<file path="src/include/acs_params.svh">
// Constants of the conversion sequencer: offsets, fields, resets, timing.
// Assumes a 125 MHz system clock; included by the package and the core.
`ifndef ACS_PARAMS_SVH
`define ACS_PARAMS_SVH

// ==========================================================
// Clock and sizes
`define ACS_CLK_MHZ 125
`define ACS_CHANNELS 8
`define ACS_RES_W 16

// ==========================================================
// Register offsets (result words: low byte even, high byte odd)
`define ACS_OFS_CTRL 8'h15
`define ACS_OFS_DIS 8'h16
`define ACS_OFS_STAT 8'h17
`define ACS_OFS_RES 8'h18
`define ACS_RES_LAST 8'h27

// ==========================================================
// Field positions and reset values
`define ACS_CTRL_RUN 7
`define ACS_CTRL_RATE 6
`define ACS_CTRL_SMP 4
`define ACS_STAT_DONE 0
`define ACS_STAT_FLAG 1
`define ACS_STAT_MASK 2
`define ACS_CTRL_RST 8'h00
`define ACS_DIS_RST 8'h00
`define ACS_STAT_RST 8'h00

// ==========================================================
// Timing: figures in ns, counts rounded to whole cycles
`define ACS_IRQ_PULSE_NS 256000
`define ACS_IRQ_CYC ((`ACS_IRQ_PULSE_NS * `ACS_CLK_MHZ) / 1000)
`define ACS_SETTLE_NS 1000
`define ACS_SETTLE_CYC ((`ACS_SETTLE_NS * `ACS_CLK_MHZ + 999) / 1000)
`define ACS_CONV0_NS 8000
`define ACS_CONV1_NS 16000
`define ACS_CONV2_NS 24000
`define ACS_CONV3_NS 32000
`define ACS_CONV_CYC(ns) (((ns) * `ACS_CLK_MHZ + 999) / 1000)

`endif

</file>
<file path="src/include/acs_pkg.sv">
// Types shared by the conversion sequencer files.
// Assumes acs_params.svh is on the include path.
`include "acs_params.svh"

package acs_pkg;

  // Sequencer states
  typedef enum logic [2:0] {
    ACS_IDLE = 3'b001,
    ACS_CONV = 3'b010,
    ACS_PAUSE = 3'b100
  } acs_fsm_t;

  // Byte register request from the serial port front end
  typedef struct packed {
    logic rd;
    logic wr;
    logic [7:0] addr;
    logic [7:0] wdata;
  } acs_reg_req_t;

  // Byte register answer
  typedef struct packed {
    logic valid;
    logic [7:0] data;
  } acs_reg_rsp_t;

  // Charger level inputs, asynchronous to sys_clk
  typedef struct packed {
    logic battery_valid_level;
    logic input_valid_low_level;
    logic input_overvoltage_level;
    logic otg_output_enable;
    logic input_high_impedance_enable;
    logic adapter_present;
    logic source_detect_done;
    logic mode_change_busy;
  } acs_pins_t;

  // Whole state of the sequencer
  typedef struct packed {
    acs_fsm_t fsm;
    logic run;
    logic oneshot;
    logic [1:0] smp;
    logic [7:0] dis;
    logic done_stat;
    logic done_flag;
    logic done_mask;
    logic [2:0] chan;
    logic [11:0] timer;
    logic [11:0] settle;
    logic [15:0] irq_cnt;
    logic irq_n;
    logic active;
    logic sample_stb;
    logic prev_otg;
    logic prev_hiz;
    logic mem_we;
    logic [2:0] mem_addr;
    logic [15:0] mem_wdata;
    logic rd_pend;
    logic rd_mem;
    logic rd_hi;
    logic [7:0] loc_data;
    acs_reg_rsp_t rsp;
    acs_pins_t s1;
    acs_pins_t s2;
  } acs_state_t;

endpackage

</file>
<file path="src/core/acs_result_mem.sv">
// Result store: one word per channel, whole-word writes, registered read.
// Assumes write and read requests come from logic on sys_clk.
`timescale 1ns/1ps
`default_nettype none

module acs_result_mem #(
  parameter int DEPTH = 8,
  parameter int WIDTH = 16
) (
  input wire logic sys_clk, // System clock
  input wire logic rst, // Async reset, high
  input wire logic ce, // Clock enable
  input wire logic we, // Write whole word
  input wire logic [$clog2(DEPTH)-1:0] waddr, // Write index
  input wire logic [WIDTH-1:0] wdata, // Write word
  input wire logic [$clog2(DEPTH)-1:0] raddr, // Read index
  output logic [WIDTH-1:0] rdata // Registered read word
);

  logic [WIDTH-1:0] mem [DEPTH];

  // ==========================================================
  // Entries: reset to zero, written only as whole words
  generate
    for (genvar i = 0; i < DEPTH; i++) begin : g_ent
      always_ff @(posedge sys_clk or posedge rst) begin
        if (rst) begin
          mem[i] <= '0;
        end else if (ce && we && waddr == i) begin
          mem[i] <= wdata;
        end
      end
    end
  endgenerate

  // Read port register
  always_ff @(posedge sys_clk or posedge rst) begin
    if (rst) begin
      rdata <= '0;
    end else if (ce) begin
      rdata <= mem[raddr];
    end
  end

endmodule

`default_nettype wire

</file>
<file path="src/core/acs_sequencer.sv">
// Measurement converter sequencer with its control and result registers.
// Assumes a serial port front end on sys_clk turning bus traffic into byte
// requests, a converter whose result adc_data is on sys_clk, and charger
// level inputs that are asynchronous.
`timescale 1ns/1ps
`default_nettype none

`include "acs_params.svh"

// How it works
// - Results are 16 bits; run bit turns all conversion on or off.
// - Rate bit picks continuous (0) or one-shot (1) operation.
// - One-shot clears run itself at cycle end; setting run again restarts.
// - No valid supply: no conversion, results kept, run cleared, no pulse.
// - One-shot with every channel disabled clears run itself.
// - Continuous keeps the converter active while run is set, channels or not.
// - Mode change pauses conversion; resumes on the interrupted channel.
// - Two-bit sample field sets each conversion's duration.
// - Channel disable register resets to zero: all channels converted.
// - A channel disabled before its turn keeps its old result.
// - Disable during a channel finishes it, skips it from then on.
// - Clearing any disable bit while enabled restarts conversion promptly.
// - Continuous holds done status low; one-shot end sets status and flag.
// - Writing run to zero stops at once; results keep last values.
// - All channels disabled: stop after the channel in progress.
// - Rate set to one-shot mid-run: stop after the current cycle.
// - Adapter attach suspends conversion until source detection finishes.
// - Faults do not disturb conversion while the battery is valid.
// - Unmasked event gives a 256 us low pulse on the interrupt pin.
// - Masked event is still recorded but gives no pulse.
// - Reading the flag clears it; a new status rise sets it again.
module acs_sequencer #(
  parameter int IRQ_PULSE_CYC = `ACS_IRQ_CYC
) (
  input wire logic sys_clk, // System clock
  input wire logic rst, // Async reset, high
  input wire logic ce, // Clock enable, freezes all state
  input wire acs_pkg::acs_reg_req_t reg_req, // Byte register request
  output acs_pkg::acs_reg_rsp_t reg_rsp, // Byte read answer
  input wire acs_pkg::acs_pins_t pins, // Charger levels
  input wire logic [15:0] adc_data, // Converter result
  output logic adc_active, // Converter powered
  output logic [2:0] adc_channel, // Channel being converted
  output logic adc_sample, // Result taken this cycle
  output logic host_interrupt_n // Interrupt pulse, low
);
  import acs_pkg::*;

  localparam acs_state_t ST_RST = '{
    fsm: ACS_IDLE,
    irq_n: 1'b1,
    dis: `ACS_DIS_RST,
    default: '0
  };

  generate
    if (IRQ_PULSE_CYC < 1 || IRQ_PULSE_CYC > 65535) begin : g_chk
      $error("IRQ_PULSE_CYC must lie in 1..65535");
    end
  endgenerate

  acs_state_t r;
  acs_state_t n;
  acs_pins_t p;
  logic supply_ok;
  logic otg_rise;
  logic hiz_rise;
  logic hold;
  logic cyc_end;
  logic done_evt;
  logic [7:0] en;
  logic [3:0] first_ch;
  logic [3:0] next_ch;
  logic [15:0] mem_q;
  logic [2:0] mem_raddr;
  logic res_hit;

  // ==========================================================
  // Helpers
  // Lowest enabled channel at or above from; bit 3 set when none
  function automatic logic [3:0] pick(input logic [7:0] m, input logic [3:0] from);
    logic [3:0] res;
    res = 4'h8;
    for (int i = 7; i >= 0; i--) begin
      if (m[i] && i >= from) begin
        res = {1'b0, 3'(i)};
      end
    end
    return res;
  endfunction

  // Cycles of one conversion for a sample field value
  function automatic logic [11:0] conv_cyc(input logic [1:0] s);
    logic [11:0] c;
    c = 12'(`ACS_CONV_CYC(`ACS_CONV0_NS));
    unique case (s)
      2'h0: c = 12'(`ACS_CONV_CYC(`ACS_CONV0_NS));
      2'h1: c = 12'(`ACS_CONV_CYC(`ACS_CONV1_NS));
      2'h2: c = 12'(`ACS_CONV_CYC(`ACS_CONV2_NS));
      2'h3: c = 12'(`ACS_CONV_CYC(`ACS_CONV3_NS));
    endcase
    return c;
  endfunction

  // ==========================================================
  // Derived conditions from synchronised levels
  assign p = r.s2;
  assign supply_ok = p.battery_valid_level |
                     (p.input_valid_low_level & ~p.input_overvoltage_level);
  assign otg_rise = p.otg_output_enable & ~r.prev_otg;
  assign hiz_rise = p.input_high_impedance_enable & ~r.prev_hiz;
  // Any mode change or adapter detection in progress
  assign hold = otg_rise | hiz_rise | (r.settle != 12'h000) | p.mode_change_busy |
                (p.adapter_present & ~p.source_detect_done);
  assign en = ~r.dis;
  assign first_ch = pick(en, 4'h0);
  assign next_ch = pick(en, {1'b0, r.chan} + 4'h1);
  assign res_hit = reg_req.addr >= `ACS_OFS_RES && reg_req.addr <= `ACS_RES_LAST;
  assign mem_raddr = 3'((reg_req.addr - `ACS_OFS_RES) >> 1);

  // Result words
  acs_result_mem #(
    .DEPTH(`ACS_CHANNELS),
    .WIDTH(`ACS_RES_W)
  ) u_mem (
    .sys_clk(sys_clk),
    .rst(rst),
    .ce(ce),
    .we(r.mem_we),
    .waddr(r.mem_addr),
    .wdata(r.mem_wdata),
    .raddr(mem_raddr),
    .rdata(mem_q)
  );

  // ==========================================================
  // Next state
  always_comb begin
    n = r;
    n.sample_stb = 1'b0;
    n.mem_we = 1'b0;
    n.rsp.valid = 1'b0;
    n.rd_pend = 1'b0;
    cyc_end = 1'b0;
    // Two-stage synchroniser on charger levels
    n.s1 = pins;
    n.s2 = r.s1;
    n.prev_otg = p.otg_output_enable;
    n.prev_hiz = p.input_high_impedance_enable;
    // Settling window after OTG or high impedance turns on
    if (otg_rise || hiz_rise) begin
      n.settle = 12'(`ACS_SETTLE_CYC);
    end else if (r.settle != 12'h000) begin
      n.settle = r.settle - 12'h001;
    end

    // Sequencer
    unique case (r.fsm)
      ACS_IDLE: begin
        n.active = 1'b0;
        if (r.run) begin
          if (!supply_ok) begin
            n.run = 1'b0;
          end else if (en == 8'h00) begin
            if (r.oneshot) begin
              n.run = 1'b0;
            end else begin
              n.active = 1'b1;
            end
          end else if (!hold) begin
            // Start a cycle at the lowest enabled channel
            n.active = 1'b1;
            n.chan = first_ch[2:0];
            n.timer = conv_cyc(r.smp);
            n.done_stat = 1'b0;
            n.fsm = ACS_CONV;
          end
        end
      end
      ACS_CONV: begin
        if (!r.run) begin
          n.fsm = ACS_IDLE;
          n.active = 1'b0;
        end else if (!supply_ok) begin
          n.run = 1'b0;
          n.active = 1'b0;
          n.fsm = ACS_IDLE;
        end else if (hold) begin
          n.active = 1'b0;
          n.fsm = ACS_PAUSE;
        end else if (r.timer > 12'h001) begin
          n.timer = r.timer - 12'h001;
        end else begin
          // Channel finished even if disabled meanwhile
          n.mem_we = 1'b1;
          n.mem_addr = r.chan;
          n.mem_wdata = adc_data;
          n.sample_stb = 1'b1;
          if (!next_ch[3]) begin
            n.chan = next_ch[2:0];
            n.timer = conv_cyc(r.smp);
          end else begin
            cyc_end = 1'b1;
            if (r.oneshot) begin
              n.run = 1'b0;
              n.done_stat = 1'b1;
              n.active = 1'b0;
              n.fsm = ACS_IDLE;
            end else if (!first_ch[3]) begin
              n.chan = first_ch[2:0];
              n.timer = conv_cyc(r.smp);
            end else begin
              n.fsm = ACS_IDLE;
            end
          end
        end
      end
      ACS_PAUSE: begin
        if (!r.run) begin
          n.fsm = ACS_IDLE;
        end else if (!supply_ok) begin
          n.run = 1'b0;
          n.fsm = ACS_IDLE;
        end else if (!hold) begin
          // Resume the interrupted channel from its start
          n.active = 1'b1;
          n.timer = conv_cyc(r.smp);
          n.fsm = ACS_CONV;
        end
      end
      default: begin
        n.fsm = ACS_IDLE;
      end
    endcase
    if (!r.oneshot) begin
      n.done_stat = 1'b0;
    end

    // Done event: flag read clears, a rise of status sets and wins
    done_evt = n.done_stat & ~r.done_stat;
    if (reg_req.rd && reg_req.addr == `ACS_OFS_STAT) begin
      n.done_flag = 1'b0;
    end
    if (done_evt) begin
      n.done_flag = 1'b1;
    end
    // Interrupt pulse timer
    if (done_evt && !r.done_mask) begin
      n.irq_cnt = 16'(IRQ_PULSE_CYC);
    end else if (r.irq_cnt != 16'h0000) begin
      n.irq_cnt = r.irq_cnt - 16'h0001;
    end
    n.irq_n = n.irq_cnt == 16'h0000;

    // Register writes; a write of run wins over the automatic clear
    if (reg_req.wr) begin
      unique case (reg_req.addr)
        `ACS_OFS_CTRL: begin
          n.run = reg_req.wdata[`ACS_CTRL_RUN];
          n.oneshot = reg_req.wdata[`ACS_CTRL_RATE];
          n.smp = reg_req.wdata[`ACS_CTRL_SMP +: 2];
        end
        `ACS_OFS_DIS: begin
          n.dis = reg_req.wdata;
        end
        `ACS_OFS_STAT: begin
          n.done_mask = reg_req.wdata[`ACS_STAT_MASK];
        end
        default: begin
        end
      endcase
    end

    // Register reads: answer two cycles after the request
    if (reg_req.rd) begin
      n.rd_pend = 1'b1;
      n.rd_mem = res_hit;
      n.rd_hi = reg_req.addr[0];
      n.loc_data = 8'h00;
      unique case (reg_req.addr)
        `ACS_OFS_CTRL: begin
          n.loc_data[`ACS_CTRL_RUN] = r.run;
          n.loc_data[`ACS_CTRL_RATE] = r.oneshot;
          n.loc_data[`ACS_CTRL_SMP +: 2] = r.smp;
        end
        `ACS_OFS_DIS: begin
          n.loc_data = r.dis;
        end
        `ACS_OFS_STAT: begin
          n.loc_data[`ACS_STAT_DONE] = r.done_stat;
          n.loc_data[`ACS_STAT_FLAG] = r.done_flag;
          n.loc_data[`ACS_STAT_MASK] = r.done_mask;
        end
        default: begin
        end
      endcase
    end
    if (r.rd_pend) begin
      n.rsp.valid = 1'b1;
      n.rsp.data = r.rd_mem ? (r.rd_hi ? mem_q[15:8] : mem_q[7:0]) : r.loc_data;
    end
  end

  // ==========================================================
  // State register
  always_ff @(posedge sys_clk or posedge rst) begin
    if (rst) begin
      r <= ST_RST;
    end else if (ce) begin
      r <= n;
    end
  end

  // Outputs straight from state
  assign reg_rsp = r.rsp;
  assign adc_active = r.active;
  assign adc_channel = r.chan;
  assign adc_sample = r.sample_stb;
  assign host_interrupt_n = r.irq_n;

  wire ctrl_wr = reg_req.wr && reg_req.addr == `ACS_OFS_CTRL;
endmodule

`default_nettype wire

</file>
<file path="config.mk">
export PLATFORM = sky130hd
export DESIGN_NAME = acs_sequencer
export DESIGN_NICKNAME = d
export VERILOG_FILES = /design/src/include/acs_pkg.sv /design/src/core/acs_result_mem.sv /design/src/core/acs_sequencer.sv
export VERILOG_INCLUDE_DIRS = /design/src /design/src/include
export SDC_FILE = /design/constraint.sdc
export NUM_CORES = 1
export LEC_CHECK = 0
export BUFFER_PORTS_ARGS = -buffer_cell sky130_fd_sc_hd__buf_2
export CORE_MARGIN = 2
export CORE_UTILIZATION = 35
export CTS_CLUSTER_DIAMETER = 150
export DETAILED_ROUTE_END_ITERATION = 16
export PLACE_DENSITY_LB_ADDON = 0.3
export SLEW_MARGIN = 5
export SYNTH_ARGS = -nofsm -noshare
export SYNTH_HDL_FRONTEND = slang
export SYNTH_SLANG_ARGS = --single-unit
export TNS_END_PERCENT = 10
</file>
<file path="constraint.sdc">
create_clock -name sys_clk -period 8.3 [get_ports sys_clk]
set_clock_uncertainty 0.1 [all_clocks]
set_input_delay 1.66 -clock sys_clk [delete_from_list [all_inputs] [get_ports sys_clk]]
set_output_delay 1.66 -clock sys_clk [all_outputs]
set_load 0.02 [all_outputs]
</file>
# ---- Word level (Yosys, flattened, before mapping)
# Index checks and enable logic that the tools add are counted.
dict set report word_totals {
  reg_bits 266
}
dict set report classes {
  addsub 5
  n_lt_le_gt_ge 12
  n_eq_ne 35
  mux 109
  bitwise_logic 19
  reduce_logical 44
}
# op count
set op_table {}
lappend op_table {{2-to-1 mux 15 bit} 10}
lappend op_table {{2-to-1 mux 20 bit} 5}
lappend op_table {{2-to-1 mux 12 bit} 7}
lappend op_table {{2-to-1 mux 4 bit} 21}
lappend op_table {{2-to-1 mux 16 bit} 4}
lappend op_table {{binary-select mux 16 bit (select 3 bit)} 1}
lappend op_table {{case mux 12 bit (4 select lines)} 1}
lappend op_table {{2-to-1 mux 1 bit} 36}
lappend op_table {{case mux 12 bit (3 select lines)} 1}
lappend op_table {{2-to-1 mux 3 bit} 10}
lappend op_table {{== test 8 x 5 -> 1 bit (second input constant)} 3}
lappend op_table {{2-to-1 mux 8 bit} 3}
lappend op_table {{subtractor 12 x 1 -> 12 bit (second input constant)} 2}
lappend op_table {{!= test 2 bit (second input constant)} 11}
lappend op_table {{logical AND 1 bit} 20}
lappend op_table {{>= comparator 3 x 4 -> 1 bit (first input constant)} 4}
lappend op_table {{logical NOT 16 bit} 1}
lappend op_table {{nonzero test 16 bit} 1}
lappend op_table {{subtractor 16 x 1 -> 16 bit (second input constant)} 1}
lappend op_table {{== test 3 bit (second input constant)} 5}
lappend op_table {{!= test 5 bit (second input constant)} 3}
lappend op_table {{AND reduction 14 bit} 1}
lappend op_table {{greater-than comparator 12 x 1 -> 1 bit (second input constant)} 1}
lappend op_table {{case mux 3 bit (2 select lines)} 2}
lappend op_table {{40 further kinds} 70}

# ---- Longest topological paths before layout
dict set report depth {
  depth_word 22
  depth_mapped 9
}

# ---- Modules after synthesis
# A second synthesis with hierarchy kept.
dict set report hier_totals {
  hier_cells 1169
  hier_area_um2 13392.8
}
# mod n_inst cells_each area_per_inst_um2 seq_area_each_um2
set modules_own_cells {}
lappend modules_own_cells {acs_sequencer 1 705 6799.0 3030.4}
lappend modules_own_cells {acs_result_mem 1 464 6593.8 3603.5}

# ---- Least setup slack after synthesis
# Ideal clock, no wire load.
dict set report synth_path {
  kind {input to register}
  from {in ce}
  to {reg u_mem.mem[48] in the netlist's numbering}
  setup_time_ps 125
  t_arrival_ps 3512
  slack_ps 4564
  cell_stages 5
  path_cell_list {clkbuf_1 -> nand2_1 -> nor4_1 -> clkbuf_1 -> mux2_2}
}
dict set report synth_via {
  elab_chain_cells 2
}
# item line_no
set synth_lines {}
lappend synth_lines {{start, declared} acs_sequencer.sv:37} ;# input wire logic ce,
lappend synth_lines {{logical AND 1 bit (2 in series)} acs_result_mem.sv:29} ;# end else if (ce && we && waddr == i) begin
lappend synth_lines {{end signal, assigned by index} acs_result_mem.sv:30} ;# mem[i] <= wdata;
lappend synth_lines {{end, declared} acs_result_mem.sv:20} ;# logic [WIDTH-1:0] mem [DEPTH];
# Every way passes these cells.
# A chain may end at the register's enable or synchronous reset.

# ---- Worst setup path after layout
dict set report layout_path {
  from {reg r (netlist bit adc_channel[0])}
  to {reg r[65] in the netlist's numbering}
}
dict set report layout_via {
  elab_chain_cells 21
  word_cells_on_any_way 35
}
# item line_no
set layout_lines {}
lappend layout_lines {{start, declared} acs_sequencer.sv:62} ;# acs_state_t r;
lappend layout_lines {{start signal, assigned} acs_sequencer.sv:310} ;# r <= n;
lappend layout_lines {{adder 3 x 1 -> 4 bit *} acs_sequencer.sv:117} ;# assign next_ch = pick(en, {1'b0, r.chan} + 4'h1);
lappend layout_lines {{>= comparator 3 x 4 -> 1 bit} acs_sequencer.sv:85} ;# if (m[i] && i >= from) begin
lappend layout_lines {{logical AND 1 bit} acs_sequencer.sv:85}
lappend layout_lines {{2-to-1 mux 4 bit (7 in series)} acs_sequencer.sv:85}
lappend layout_lines {{2-to-1 mux 4 bit *} acs_sequencer.sv:85}
lappend layout_lines {{2-to-1 mux 1 bit *} acs_sequencer.sv:199} ;# if (!next_ch[3]) begin
lappend layout_lines {{2-to-1 mux 1 bit *} acs_sequencer.sv:191} ;# end else if (r.timer > 12'h001) begin
lappend layout_lines {{2-to-1 mux 1 bit *} acs_sequencer.sv:188} ;# end else if (hold) begin
lappend layout_lines {{2-to-1 mux 1 bit *} acs_sequencer.sv:184} ;# end else if (!supply_ok) begin
lappend layout_lines {{2-to-1 mux 1 bit *} acs_sequencer.sv:181} ;# if (!r.run) begin
lappend layout_lines {{case mux 1 bit (2 select lines) *} acs_sequencer.sv:158} ;# unique case (r.fsm)
lappend layout_lines {{2-to-1 mux 1 bit *} acs_sequencer.sv:235} ;# if (!r.oneshot) begin
lappend layout_lines {{bitwise AND 1 bit *} acs_sequencer.sv:240} ;# done_evt = n.done_stat & ~r.done_stat;
lappend layout_lines {{logical AND 1 bit *} acs_sequencer.sv:248} ;# if (done_evt && !r.done_mask) begin
lappend layout_lines {{2-to-1 mux 16 bit *} acs_sequencer.sv:248}
# Every way passes the cells marked *; elsewhere a longest branch is shown, timed or not.

==> impl_metrics.py <==
metrics = {
    "outcome": {
        "status": "complete, no violations",
    },
    "clock_tree": {
        "cts_resized": 0,
        "h-tree-depth": 1,
        "tritoncts": "yes",
        "cts_sinks": 265,
        "path_clk_slew_ps": 60,
        "clk_latency_ps": 580,
        "clockRootBuffer": "clkbuf_16",
        "cts_hold_buf": 0,
        "cts_buffers": 30,
        "cts_setup_buffers": 0,
        "clock_path_buffers": 3,
    },
    "route": {
        "final_antenna_net_count": 0,
        "remaining_drc_errors": 0,
        "finalWirelength_um": 29800,
        "post_drt_via_cell_ratio": 5.35,
        "drt_first_pass_iters": 6,
        "dr.first_iter.drc_count": 536,
        "via_count": 8631,
        "wl_per_cell_um": 18.5,
    },
    "placement": {
        "port-buffer-count": 59,
        "place_inst": 1559,
        "dpl.hpwl_um": 19300,
        "place_ws_ps": 4000,
        "postPlaceCellArea_sq_mm": 0.0138,
        "gp_congestion": 0.836,
    },
    "global_routing": {
        "overflow": 0,
        "grt_pass1_vias": 8783,
        "grt_pass1_wl_um": 48400,
        "grt_usage": 0.155,
        "grt_max_degree": 153,
        "grt_antenna_before_repair": 1,
    },
    "synthesis": {
        "ys_types": 79,
        "syn-num-nets": 1152,
        "synth_most_common_cell": "dfrtp_1",
        "yosysSeqAreaShare": 0.506,
        "yosys.area.top_type": "dfrtp_1",
        "synth_top_area_share": 0.502,
        "synth_seq_cells": 265,
        "ys_top_cells_by_count": "dfrtp_1, mux2_2, nand2_1",
        "synth-edff-count": 0,
        "synthCells": 1093,
        "ys_async_sr_fraction": 1.00,
        "avgSynthCellArea_sq_um": 12.0,
        "yosys_warnings": 0,
        "syn_area_sq_mm": 0.0131,
        "yosys_most_used_dff": "dfrtp_1",
        "synth_area_leaders": "dfrtp_1, mux2_2, mux4_2, mux2i_1, o21ai_0",
    },
    "worst_setup_path": {
        "r2r_cells": 8,
        "required_ps": 8650,
        "ff2ff_setup_slack_ps": 4340,
        "startpoint": "adc_channel[0]",
        "critPathLaunchType": "flop",
        "cp.arrival_ps": 4320,
        "rr_endpoint": "r[65]",
        "critPathKind": "reg2reg",
        "critPathMaxFanout": 15,
        "r2r-start": "adc_channel[0]",
        "cp-end-kind": "flop",
    },
    "min_path": {
        "holdPathEnd": "reg_rsp[4]",
        "min_from": "reg_rsp[4]",
        "hold_depth": 2,
        "hp-class": "reg2reg",
    },
    "timing": {
        "final_period_minus_worst_setup_slack_ps": 3960,
        "fin_crit_sh": 0.478,
        "worst_slack_ps": 4340,
        "finalSetupViolCount": 0,
        "setup_tns_ps": 0,
        "max_freq_mhz": 252,
        "drv_slew": 0,
        "slew_headroom": 0.267,
        "rsz0062_at_grt": "no",
        "worstMarginPinSlew_ps": 1080,
        "finalHoldViolCount": 0,
        "hold_slack_ps": 378,
    },
    "layout": {
        "stdcell_count": 1614,
        "area_growth_pct": 12.8,
        "drive_above_1_share": 0.306,
        "fin_area_sq_mm": 0.0148,
        "final_util": 0.402,
        "nNetsFinal": 1182,
        "diodes": 0,
        "fillers": 3515,
    },
    "floorplan": {
        "die_w_um": 198,
        "initial_utilization": 0.356,
        "die_h_um": 198,
        "core_sq_mm": 0.0368,
        "dieArea_sq_mm": 0.0390,
        "num_io_pins": 60,
        "rows": 70,
    },
    "flow_run": {
        "maxCapViolations": 0,
    },
    "power": {
        "power.total_mw": 3.03,
        "powerDensity_mw_per_mm2": 205,
        "vdd_ir_drop_max_mv": 0.142,
        "leakagePower_nw": 6.68,
    },
}
registers in the layout (all words and copies together), names as in the netlist:
signal	flops
host_interrupt_n	1
adc_channel	3
reg_rsp	9
u_mem.mem	128
r	90
adc_active	1
adc_sample	1
u_mem.rdata	16
n	10
p	6
where the power goes:
| group | total (mW) | switching, mW | internal, mW | leakage [nW] |
|---|---|---|---|---|
| sequential | 1.42 | 0.0675 | 1.35 | 3.52 |
| clock | 1.34 | 0.549 | 0.792 | 0.491 |
| combinational | 0.275 | 0.162 | 0.113 | 2.67 |
| total | 3.03 | 0.778 | 2.25 | 6.68 |
critical path, cell delays in order, from the launching register on:
cell       delay (ps)
dfrtp_1           540
inv_1             140
ha_1              360
nor2b_1           180
a2111oi_0         760
o2111ai_2         450
nor4_4            870
o21ai_0           220
a21o_1            210
routing by layer:
metal  vias up  GRT usage  routed length, um
met1      4375      0.207              13600
met3        49     0.0224               1060
met4         2     0.0420                687
met5         -          0                 17
met2       133      0.265              14400
li1       4072          -                  -
how the worst max path moves through the flow:
| stage | to | cells past startpoint |
|---|---|---|
| after floorplan | adc_active | 1 |
| after CTS | r[65] | 8 |
| final | r[65] | 8 |
| after global placement | r[118] | 7 |
| after detailed placement | r[118] | 7 |
| after global routing | r[65] | 8 |
layout make-up:
class / instances / area (sq um) / area share
timing repair buffer: 72 / 408 / 0.0276
inverter: 33 / 128 / 0.00863
clock inverter: 12 / 146 / 0.00990
sequential: 265 / 6630 / 0.449
multi-input combinational: 721 / 6020 / 0.407
tap: 468 / 586 / 0.0396
clock buffer: 43 / 870 / 0.0588
placed cells by master (no fill, tap or decap), types with 5 or more instances in the layout:
cell type    n
clkbuf_8     7
and2_1       6
and3_1       7
o21a_1       6
nand2_1     65
nand3_1     18
or3_1       10
clkinv_2     5
inv_1       32
buf_2       58
nor4b_1      5
xnor2_1      8
o2bb2ai_1    8
o21ai_1     13
o22ai_1      5
mux4_2      32
dfrtp_1    263
a211oi_1     6
o21ai_0     61
nor3_1      25
clkbuf_16   30
a21oi_1     35
buf_4       13
nor4_1      10
nor2b_1      6
o31ai_1      8
nor3_2       6
or4_1        8
nand4_1      6
nand2b_1    10
mux2_4      18
mux2i_1     31
mux2_2     157
o41ai_1      5
nor2_1      59
clkbuf_1     6
ha_1        14
logic make-up after synthesis:
kind of cell	after synthesis	synth area share
flops	265	0.506
simple gates	264	0.105
mux	239	0.235
compound gates	193	0.0958
buf+inv	107	0.0373
fa+ha+maj	15	0.0141
xor+xnor	10	0.00668
Power figures use the tool's default switching activity.
